==> src/cfg_opt_pkg.sv <==
package cfg_opt_pkg;
  localparam logic [7:0] PRIMARY_OFFSET = 8'h40;
  localparam logic [7:0] SECONDARY_OFFSET = 8'h50;
  localparam logic [7:0] POWER_OFFSET = 8'he0;
  localparam logic [31:0] PRIMARY_MASK = 32'he05f_dd7f;
  localparam logic [31:0] SECONDARY_MASK = 32'h003b_f100;
  localparam logic [31:0] POWER_MASK = 32'h0000_0003;
  localparam logic [31:0] PRIMARY_RESET = 32'h0000_0000;
  localparam logic [31:0] SECONDARY_RESET = 32'h0000_b000;
  localparam logic [31:0] POWER_RESET = 32'h0000_0000;
  localparam int CLKSRC_LSB = 0;
  localparam int CLKDIS_BIT = 2;
  localparam int GDIV_BIT = 3;
  localparam int MDIV_BIT = 4;
  localparam int PLLPWR_BIT = 5;
  localparam int PLLSWAP_BIT = 6;
  localparam int VGAIO_BIT = 8;
  localparam int MEMCFG_LSB = 10;
  localparam int HWMASK_BIT = 14;
  localparam int RFH_LSB = 15;
  localparam int ENHREAD_BIT = 22;
  localparam int NORETRY_BIT = 29;
  localparam int ROMEN_BIT = 30;
  localparam int SWAP_BIT = 31;
  localparam int EEWR_BIT = 8;
  localparam int BUFTYPE_LSB = 12;
  localparam int NOGDIV_BIT = 14;
  localparam int NOMDIV_BIT = 15;
  localparam int NOWDIV_BIT = 16;
  localparam int WDIV_BIT = 17;
  localparam int MODCLK_LSB = 19;
  localparam int RFH_SCALE = 64;
  localparam logic [1:0] PS_ON = 2'h0;
  localparam logic [1:0] PS_OFF = 2'h3;
  localparam logic [13:0] SWAP_A_LO = 14'h1c00;
  localparam logic [13:0] SWAP_A_HI = 14'h1eff;
  localparam logic [13:0] SWAP_B_LO = 14'h2000;
  localparam logic [13:0] SWAP_B_HI = 14'h3bff;
  localparam logic [13:0] SWAP_C_LO = 14'h3d00;
  localparam logic [13:0] SWAP_C_HI = 14'h3fff;
  typedef enum logic [2:0] {
    AP_NONE = 3'b000,
    AP_ROM = 3'b001,
    AP_CTRL = 3'b010,
    AP_DMA = 3'b011,
    AP_VGA = 3'b100,
    AP_LINEAR = 3'b101
  } aperture_type;
endpackage

==> src/refresh_if.sv <==
`timescale 1ns/100ps
`default_nettype none
interface refresh_if;
  logic [5:0] count;
  logic mem_tick;
  logic urgent;
  logic pending;
  logic taken;
  modport timer (input count, input mem_tick, input taken, output urgent, output pending);
  modport owner (output count, output mem_tick, output taken, input urgent, input pending);
endinterface
`default_nettype wire

==> src/refresh_timer.sv <==
`timescale 1ns/100ps
`default_nettype none
module refresh_timer (
  input wire logic MCLK,
  input wire logic RST,
  refresh_if.timer rf
);
  logic [11:0] ticks;
  logic [11:0] next_ticks;
  logic [1:0] queued;
  logic [1:0] next_queued;
  logic [11:0] limit;

  always_comb begin
    limit = {rf.count, 6'h00};
    next_ticks = ticks;
    next_queued = queued;
    if (rf.count == 6'h00) begin
      // Zero count halts refresh entirely
      next_ticks = 12'h000;
      next_queued = 2'h0;
    end else if (rf.mem_tick) begin
      if (ticks >= limit) begin
        next_ticks = 12'h000;
        // A same-cycle take cancels the new request, so the queue count holds
        if (queued != 2'h2) begin
          next_queued = queued + 2'h1;
        end
        if (rf.taken && queued != 2'h0) begin
          next_queued = queued;
        end
      end else begin
        next_ticks = ticks + 12'h001;
        if (rf.taken && queued != 2'h0) begin
          next_queued = queued - 2'h1;
        end
      end
    end else if (rf.taken && queued != 2'h0) begin
      next_queued = queued - 2'h1;
    end
  end

  always_ff @(posedge MCLK or posedge RST) begin
    if (RST) begin
      ticks <= 12'h000;
      queued <= 2'h0;
    end else begin
      ticks <= next_ticks;
      queued <= next_queued;
    end
  end

  assign rf.pending = (queued != 2'h0);
  assign rf.urgent = (queued == 2'h2);
endmodule
`default_nettype wire

==> src/config_option_registers.sv <==
`timescale 1ns/100ps
`default_nettype none
module config_option_registers (
  input wire logic MCLK,
  input wire logic RST,
  input wire logic SOFT_RST,
  input wire logic CFG_WR,
  input wire logic CFG_RD,
  input wire logic [7:0] CFG_ADDR,
  input wire logic [3:0] CFG_BE,
  input wire logic [31:0] CFG_WDATA,
  input wire logic [31:0] host_strap_lines,
  input wire logic MEM_REQ,
  input wire logic MEM_WRITE,
  input wire logic [31:0] MEM_ADDR,
  input wire logic [31:0] control_aperture_base,
  input wire logic [31:0] ROM_BASE,
  input wire logic [31:0] pseudo_dma_window,
  input wire logic [31:0] LINEAR_BASE,
  input wire logic VGA_MEM_EN,
  input wire logic VGA_SNOOP,
  input wire logic REFRESH_DONE,
  output logic [31:0] CFG_RDATA,
  output logic [2:0] APERTURE,
  output logic MEM_CLAIM,
  output logic BYTE_SWAP,
  output logic EEPROM_PROGRAM,
  output logic RETRY_ALLOWED,
  output logic READ_LINE_OK,
  output logic [1:0] SYSTEM_CLOCK_SRC,
  output logic SYSTEM_CLOCK_STOP,
  output logic system_pll_power_on,
  output logic PLL_SWAP,
  output logic VGA_IO_DECODE,
  output logic [2:0] MEM_CONFIG,
  output logic HW_PLANE_MASK,
  output logic [1:0] BUFFER_TYPE,
  output logic [2:0] MODULE_CLK_PERIOD,
  output logic graphics_clock,
  output logic MEM_CLOCK,
  output logic ENGINE_CLOCK,
  output logic REFRESH_REQ,
  output logic REFRESH_URGENT
);
  // ---------------------------------------------------------------
  // Option registers
  // ---------------------------------------------------------------
  logic [31:0] primary;
  logic [31:0] secondary;
  logic [1:0] power_state;
  logic [31:0] next_primary;
  logic [31:0] next_secondary;
  logic [1:0] next_power_state;
  logic strap_pending;
  logic [31:0] bmask;

  always_comb begin
    bmask = {{8{CFG_BE[3]}}, {8{CFG_BE[2]}}, {8{CFG_BE[1]}}, {8{CFG_BE[0]}}};
    next_primary = primary;
    next_secondary = secondary;
    next_power_state = power_state;
    if (CFG_WR && CFG_ADDR == cfg_opt_pkg::PRIMARY_OFFSET) begin
      // Reserved bits never store
      next_primary = ((primary & ~bmask) | (CFG_WDATA & bmask)) & cfg_opt_pkg::PRIMARY_MASK;
    end
    if (CFG_WR && CFG_ADDR == cfg_opt_pkg::SECONDARY_OFFSET) begin
      next_secondary = ((secondary & ~bmask) | (CFG_WDATA & bmask))
        & cfg_opt_pkg::SECONDARY_MASK;
    end
    if (CFG_WR && CFG_ADDR == cfg_opt_pkg::POWER_OFFSET && CFG_BE[0]) begin
      // Intermediate states unsupported, so they leave the field alone
      if (CFG_WDATA[1:0] == cfg_opt_pkg::PS_ON || CFG_WDATA[1:0] == cfg_opt_pkg::PS_OFF) begin
        next_power_state = CFG_WDATA[1:0];
      end
    end
    // Straps are caught on the first clock after hard reset release
    if (strap_pending) begin
      next_primary[cfg_opt_pkg::VGAIO_BIT] = host_strap_lines[0];
      next_primary[cfg_opt_pkg::ROMEN_BIT] = host_strap_lines[1];
      next_secondary[cfg_opt_pkg::MODCLK_LSB +: 3] = host_strap_lines[31:29];
    end
  end

  always_ff @(posedge MCLK or posedge RST) begin
    if (RST) begin
      primary <= cfg_opt_pkg::PRIMARY_RESET;
      secondary <= cfg_opt_pkg::SECONDARY_RESET;
      power_state <= cfg_opt_pkg::POWER_RESET[1:0];
      strap_pending <= 1'b1;
    end else begin
      primary <= next_primary;
      secondary <= next_secondary;
      power_state <= next_power_state;
      strap_pending <= 1'b0;
    end
  end

  // ---------------------------------------------------------------
  // Aperture decode
  // ---------------------------------------------------------------
  cfg_opt_pkg::aperture_type hit;
  logic rom_en;
  logic [13:0] ctrl_off;
  logic swap_range;

  always_comb begin
    rom_en = primary[cfg_opt_pkg::ROMEN_BIT];
    ctrl_off = MEM_ADDR[13:0];
    hit = cfg_opt_pkg::AP_NONE;
    // Lowest priority first so higher hits overwrite
    if (MEM_ADDR[31:24] == LINEAR_BASE[31:24]) begin
      hit = cfg_opt_pkg::AP_LINEAR;
    end
    if (VGA_MEM_EN && MEM_ADDR[31:17] == 15'h0005) begin
      hit = cfg_opt_pkg::AP_VGA;
    end
    if (MEM_ADDR[31:23] == pseudo_dma_window[31:23]) begin
      hit = cfg_opt_pkg::AP_DMA;
    end
    if (MEM_ADDR[31:14] == control_aperture_base[31:14]) begin
      hit = cfg_opt_pkg::AP_CTRL;
    end
    if (rom_en && MEM_ADDR[31:16] == ROM_BASE[31:16]) begin
      hit = cfg_opt_pkg::AP_ROM;
    end
    swap_range = (ctrl_off >= cfg_opt_pkg::SWAP_A_LO && ctrl_off <= cfg_opt_pkg::SWAP_A_HI)
      || (ctrl_off >= cfg_opt_pkg::SWAP_B_LO && ctrl_off <= cfg_opt_pkg::SWAP_B_HI)
      || (ctrl_off >= cfg_opt_pkg::SWAP_C_LO && ctrl_off <= cfg_opt_pkg::SWAP_C_HI);
  end

  // ---------------------------------------------------------------
  // Clock enables from system clock
  // ---------------------------------------------------------------
  // Dividers make one-cycle enables; 3/2 fires two of every three
  logic [1:0] phase;
  logic [1:0] next_phase;
  // Divide by 2 needs its own toggle; the three-phase count is uneven
  logic half;
  logic next_half;
  logic sys_run;
  logic src_ok;
  logic div2;
  logic div15;

  always_comb begin
    src_ok = primary[cfg_opt_pkg::CLKSRC_LSB +: 2] != 2'h3;
    sys_run = src_ok && !primary[cfg_opt_pkg::CLKDIS_BIT]
      && power_state != cfg_opt_pkg::PS_OFF;
    next_phase = phase;
    next_half = half;
    if (sys_run) begin
      next_phase = (phase == 2'h2) ? 2'h0 : phase + 2'h1;
      next_half = !half;
    end
    div2 = sys_run && !half;
    div15 = sys_run && phase != 2'h2;
  end

  function automatic logic pick(input logic run, input logic bypass, input logic sel,
                                input logic d2, input logic d15);
    logic r;
    r = run;
    if (!bypass) begin
      r = sel ? d15 : d2;
    end
    return r;
  endfunction

  // ---------------------------------------------------------------
  // Refresh
  // ---------------------------------------------------------------
  refresh_if rf ();
  logic mem_en;

  always_comb begin
    // The memory divider applies only with the PLL as source
    if (primary[cfg_opt_pkg::CLKSRC_LSB +: 2] == 2'h1) begin
      mem_en = pick(sys_run, secondary[cfg_opt_pkg::NOMDIV_BIT],
                    primary[cfg_opt_pkg::MDIV_BIT], div2, div15);
    end else begin
      mem_en = sys_run;
    end
  end

  assign rf.count = primary[cfg_opt_pkg::RFH_LSB +: 6];
  assign rf.mem_tick = mem_en;
  assign rf.taken = REFRESH_DONE;

  refresh_timer u_refresh (
    .MCLK(MCLK),
    .RST(RST),
    .rf(rf)
  );

  // ---------------------------------------------------------------
  // Registered outputs
  // ---------------------------------------------------------------
  logic [31:0] rdata;
  logic g_en;
  logic w_en;

  always_comb begin
    rdata = 32'h0000_0000;
    if (CFG_RD) begin
      case (CFG_ADDR)
        cfg_opt_pkg::PRIMARY_OFFSET: rdata = primary;
        cfg_opt_pkg::SECONDARY_OFFSET: rdata = secondary;
        cfg_opt_pkg::POWER_OFFSET: rdata = {30'h0, power_state};
        default: rdata = 32'h0000_0000;
      endcase
    end
    if (primary[cfg_opt_pkg::CLKSRC_LSB +: 2] == 2'h1) begin
      g_en = pick(sys_run, secondary[cfg_opt_pkg::NOGDIV_BIT],
                  primary[cfg_opt_pkg::GDIV_BIT], div2, div15);
    end else begin
      g_en = sys_run;
    end
    w_en = pick(sys_run, secondary[cfg_opt_pkg::NOWDIV_BIT],
                secondary[cfg_opt_pkg::WDIV_BIT], div2, div15);
  end

  always_ff @(posedge MCLK or posedge RST) begin
    if (RST) begin
      phase <= 2'h0;
      half <= 1'b0;
      CFG_RDATA <= 32'h0000_0000;
      APERTURE <= 3'h0;
      MEM_CLAIM <= 1'b0;
      BYTE_SWAP <= 1'b0;
      EEPROM_PROGRAM <= 1'b0;
      RETRY_ALLOWED <= 1'b1;
      READ_LINE_OK <= 1'b0;
      SYSTEM_CLOCK_SRC <= 2'h0;
      SYSTEM_CLOCK_STOP <= 1'b0;
      system_pll_power_on <= 1'b0;
      PLL_SWAP <= 1'b0;
      VGA_IO_DECODE <= 1'b0;
      MEM_CONFIG <= 3'h0;
      HW_PLANE_MASK <= 1'b0;
      BUFFER_TYPE <= 2'h0;
      MODULE_CLK_PERIOD <= 3'h0;
      graphics_clock <= 1'b0;
      MEM_CLOCK <= 1'b0;
      ENGINE_CLOCK <= 1'b0;
      REFRESH_REQ <= 1'b0;
      REFRESH_URGENT <= 1'b0;
    end else begin
      phase <= next_phase;
      half <= next_half;
      CFG_RDATA <= rdata;
      APERTURE <= MEM_REQ ? hit : cfg_opt_pkg::AP_NONE;
      MEM_CLAIM <= MEM_REQ && hit != cfg_opt_pkg::AP_NONE;
      // Config space is never swapped; only control aperture ranges
      BYTE_SWAP <= MEM_REQ && hit == cfg_opt_pkg::AP_CTRL && swap_range
        && primary[cfg_opt_pkg::SWAP_BIT];
      EEPROM_PROGRAM <= MEM_REQ && MEM_WRITE && hit == cfg_opt_pkg::AP_ROM
        && secondary[cfg_opt_pkg::EEWR_BIT];
      RETRY_ALLOWED <= !primary[cfg_opt_pkg::NORETRY_BIT] || VGA_SNOOP;
      READ_LINE_OK <= primary[cfg_opt_pkg::ENHREAD_BIT];
      SYSTEM_CLOCK_SRC <= primary[cfg_opt_pkg::CLKSRC_LSB +: 2];
      SYSTEM_CLOCK_STOP <= !sys_run;
      system_pll_power_on <= primary[cfg_opt_pkg::PLLPWR_BIT]
        && power_state != cfg_opt_pkg::PS_OFF;
      PLL_SWAP <= primary[cfg_opt_pkg::PLLSWAP_BIT];
      VGA_IO_DECODE <= primary[cfg_opt_pkg::VGAIO_BIT];
      MEM_CONFIG <= primary[cfg_opt_pkg::MEMCFG_LSB +: 3];
      HW_PLANE_MASK <= primary[cfg_opt_pkg::HWMASK_BIT];
      BUFFER_TYPE <= secondary[cfg_opt_pkg::BUFTYPE_LSB +: 2];
      MODULE_CLK_PERIOD <= secondary[cfg_opt_pkg::MODCLK_LSB +: 3];
      graphics_clock <= g_en;
      MEM_CLOCK <= mem_en;
      ENGINE_CLOCK <= w_en;
      REFRESH_REQ <= rf.pending;
      REFRESH_URGENT <= rf.urgent;
    end
  end
endmodule
`default_nettype wire

==> config.mk <==
export PLATFORM = sky130hd
export DESIGN_NAME = config_option_registers
export DESIGN_NICKNAME = d
export VERILOG_FILES = /design/src/cfg_opt_pkg.sv /design/src/refresh_if.sv /design/src/refresh_timer.sv /design/src/config_option_registers.sv
export SDC_FILE = /design/constraint.sdc
export NUM_CORES = 1
export LEC_CHECK = 0
export ABC_CLOCK_PERIOD_IN_PS = 12100
export BUFFER_PORTS_ARGS = -buffer_cell sky130_fd_sc_hd__buf_2
export CORE_ASPECT_RATIO = 0.7
export CORE_MARGIN = 1.5
export CORE_UTILIZATION = 30
export CTS_BUF_LIST = sky130_fd_sc_hd__clkbuf_8
export DETAILED_ROUTE_END_ITERATION = 10
export PLACE_DENSITY = 0.57
export SLEW_MARGIN = 15
export SYNTH_ARGS = -nofsm -noshare
export SYNTH_HDL_FRONTEND = slang
export SYNTH_SLANG_ARGS = --single-unit
==> constraint.sdc <==
create_clock -name MCLK -period 12.1 [get_ports MCLK]
set_clock_uncertainty 0.15 [all_clocks]
set_input_delay 3.63 -clock MCLK [delete_from_list [all_inputs] [get_ports MCLK]]
set_output_delay 3.63 -clock MCLK [all_outputs]
set_load 0.05 [all_outputs]
==> summary.md <==
| Metric | Value |
|---|---|
| Power per Cell Area | 111 nW/um^2 |
| Critical path type | primary input to flip-flop |
| CTS tree | yes |
| Syn avg cell area | 11.4 sq um |
| Root Buffer | clkbuf_8 |
| Met2 Use GR | 0.275 |
| Worst Tran Pin Value | 0.949 ns |
| Leakage | 3.21 nW |
| Max-slew headroom | 0.364 |
| Post-DP Area | 6080 sq um |
| WHS | 0.253 ns |
| Met3 usage | 0.0356 |
| Final period utilization | 0.472 |
| DR iter-0 viols | 197 |
| Via-per-instance ratio | 4.65 |
| CP endpoint kind | flip-flop |
| # fillers | 1618 |
| Avg WL per Cell | 17.5 um |
| Vias | 3923 |
| Minimum clock period | 5.71 ns |
| Seq cells post-synth | 104 |
| Startpoint types | primary input |
| Total gr overflow | 0 |
| Arrival time worst endpoint | 5.83 ns |
| CP cell instances | buf_2 > or4b_4 > nor4_4 > and3_1 > mux2_2 |
| R2R setup slack | 9.13 ns |
| Number of global-route vias before repair | 4000 |
| Max VDD drop | 70.8 uV |
| EDFF count, synth | 0 |
| Htree depth | 3 |
| Gr busiest metal | met2 |
| Final hold viol count | 0 |
| Worst skew pair latency | 0.39 ns |
| Worst Path Required | 12.22 ns |
| CP startpoint | CFG_ADDR[0] |
| Outcome | completed |
| Worst R2R Path Depth | 8 |
| Post-CTS Setup Bufs | 0 |
| Met1 Track Usage GR | 0.236 |
| Reg2reg start | u_refresh.ticks[6] |
| Slew Limit Fails | 0 |
| PostCTS Resize Cnt | 0 |
| Initial antenna violation count | 2 |
| Share of async-settable or async-resettable flops after synthesis | 1.00 |
| Area grow syn2layout | 25.9% |
| Maximum buffer depth of the clock tree | 2 |
| Synthesized instance count | 439 |
| Worst path slowest cell | nor4_4 |
| # DRC | 0 |
| Post-DP HPWL | 11300 um |
| Critical Path Stages | 5 |
| Buf/Inv on CP | 1 |
| Initial Util | 0.307 |
| Fmax | 175 MHz |
| Yosys warnings | 0 |
| Core area | 16300 sq um |
| RSZ-0062 raised after global routing | false |
| CP top delay family | simple AND/OR/NAND/NOR gates |
| Clock sinks | 104 |
| Post-layout instance area | 6290 sq um |
| Final ANT Viol Nets | 0 |
| CTS buffer count | 9 |
| Largest net degree at the start of global routing | 70 |
| Synth Cell Area | 5000 sq um |
| # IOs | 306 |
| Global-route wire length before repair | 22600 um |
| Global-route usage over all layers | 0.174 |
| MaxCap Viol Count | 0 |
| Die area | 17500 sq um |
| FP Rows | 39 |
| DRT Wirelength | 14800 um |
| Die X | 157 um |
| Synth unique cells | 59 |
| Hold Path Class | flip-flop to flip-flop |
| Sequential area share after synthesis | 0.522 |
| Share of cells above drive strength 1 | 0.396 |
| Die height | 111 um |
| IO Port Bufs | 176 |
| Nets | 867 |
| Ys flop type | dfrtp_1 |
| DR pass1 iterations | 4 |
| Endpoints failing setup | 0 |
| R2R Path End | u_refresh.ticks[2] |
| # hold bufs at CTS | 0 |
| Largest stage delay, worst path | 0.64 ns |
| Worst-path maximum fanout | 16 |
| Clock Pin Slew Worst Setup and Hold Paths | 0.11 ns |
| Gpl congestion | 0.992 |
| Setup TNS | 0 ns |
-- cell usage in the layout, fill, tap and decap left out, types with 3 or more instances in the layout --
cell         n
buf_2      176
dfrtp_1     99
xor2_1      32
mux2_2      28
xnor2_1     26
nor2_1      23
and3_1      22
nand2_1     21
mux2i_1     16
inv_1       13
a21oi_1     12
nand3_1     11
o21ai_0     11
nor4_1      11
ha_1        10
nand4_1      9
conb_1       9
clkbuf_8     9
nor2b_1      7
dfstp_2      5
nand2b_1     5
nor3_1       4
or3_1        4
o2111ai_1    3
nand2_2      3
inv_6        3
-- how the worst min path moves through the flow --
| stage | from | endpoint | cells past startpoint |
|---|---|---|---|
| after floorplan | flip-flop | READ_LINE_OK | 0 |
| after global placement | flip-flop | PLL_SWAP | 0 |
| after detailed placement | flip-flop | PLL_SWAP | 0 |
| after CTS | flip-flop | PLL_SWAP | 0 |
| after global routing | flip-flop | BUFFER_TYPE[1] | 0 |
| final | flip-flop | PLL_SWAP | 0 |
-- per-layer routing --
layer	wire length [um]	up-vias	share of wire
met5	0	-	0
met4	330	0	0.022
met3	812	21	0.055
met2	7000	135	0.47
met1	6620	1909	0.45
li1	-	1858	-
-- worst reg2reg max path, stage by stage, from the launching register on --
cell	delay (ns)
dfrtp_1	0.45
inv_1	0.08
ha_1	0.26
and4b_1	0.20
a221oi_1	0.32
o211ai_1	0.45
or2_1	0.44
or3b_1	0.39
a21oi_1	0.15
-- where the power goes --
| group | switching, mW | total (mW) | internal (mW) |
|---|---|---|---|
| registers | 0.00937 | 0.368 | 0.359 |
| logic | 0.0580 | 0.0967 | 0.0387 |
| clock network | 0.133 | 0.233 | 0.0998 |
-- cell type report --
cell class,count,area [sq um],share of cell area
timing repair buffer,177,888,0.141
clock buffer,9,124,0.0197
inverter,16,62.6,0.00994
antenna,2,5.00,0.000795
tap,225,282,0.0447
clock inverter,7,86.3,0.0137
multi-input combinational,303,2240,0.355
sequential,104,2610,0.415
-- cells by family (layout without fill, tap and decap cells) --
| logic type | after synthesis | in the layout | synth area share |
|---|---|---|---|
| AO/OA/AOI/OAI | 45 | 45 | 0.0633 |
| multiplexers | 44 | 44 | 0.0951 |
| AND/OR/NAND/NOR | 137 | 137 | 0.155 |
| other | 1 | 11 | 0.000750 |
| buffers and inverters | 40 | 209 | 0.0366 |
| flip-flops | 104 | 104 | 0.522 |
| XOR/XNOR | 58 | 58 | 0.102 |
| adder cells (fa/ha/maj) | 10 | 10 | 0.0250 |
-- cells in the mapped netlist, types with 12 or more instances --
cell / count / share of area
dfrtp_1: 99 / 0.50
xor2_1: 32 / 0.056
mux2_2: 28 / 0.063
xnor2_1: 26 / 0.046
nor2_1: 23 / 0.017
and3_1: 22 / 0.028
nand2_1: 21 / 0.016
mux2i_1: 16 / 0.032
inv_1: 14 / 0.011
a21oi_1: 12 / 0.012
clkbuf_1: 12 / 0.0090
-- through the flow --
stage | power (mW) | cells | setup slack (ns) | utilization
5_1_grt | 0.731 | 843 | 6.32 | 0.386
3_5_place_dp | 0.472 | 825 | 5.97 | 0.373
3_3_place_gp | 0.469 | 825 | 6.01 | 0.373
4_1_cts | 0.707 | 841 | 6.38 | 0.386
6_report | 0.698 | 843 | 6.39 | 0.386
2_1_floorplan | 0.433 | 447 | 5.60 | -
No activity file was read; power rests on OpenSTA's default activity.
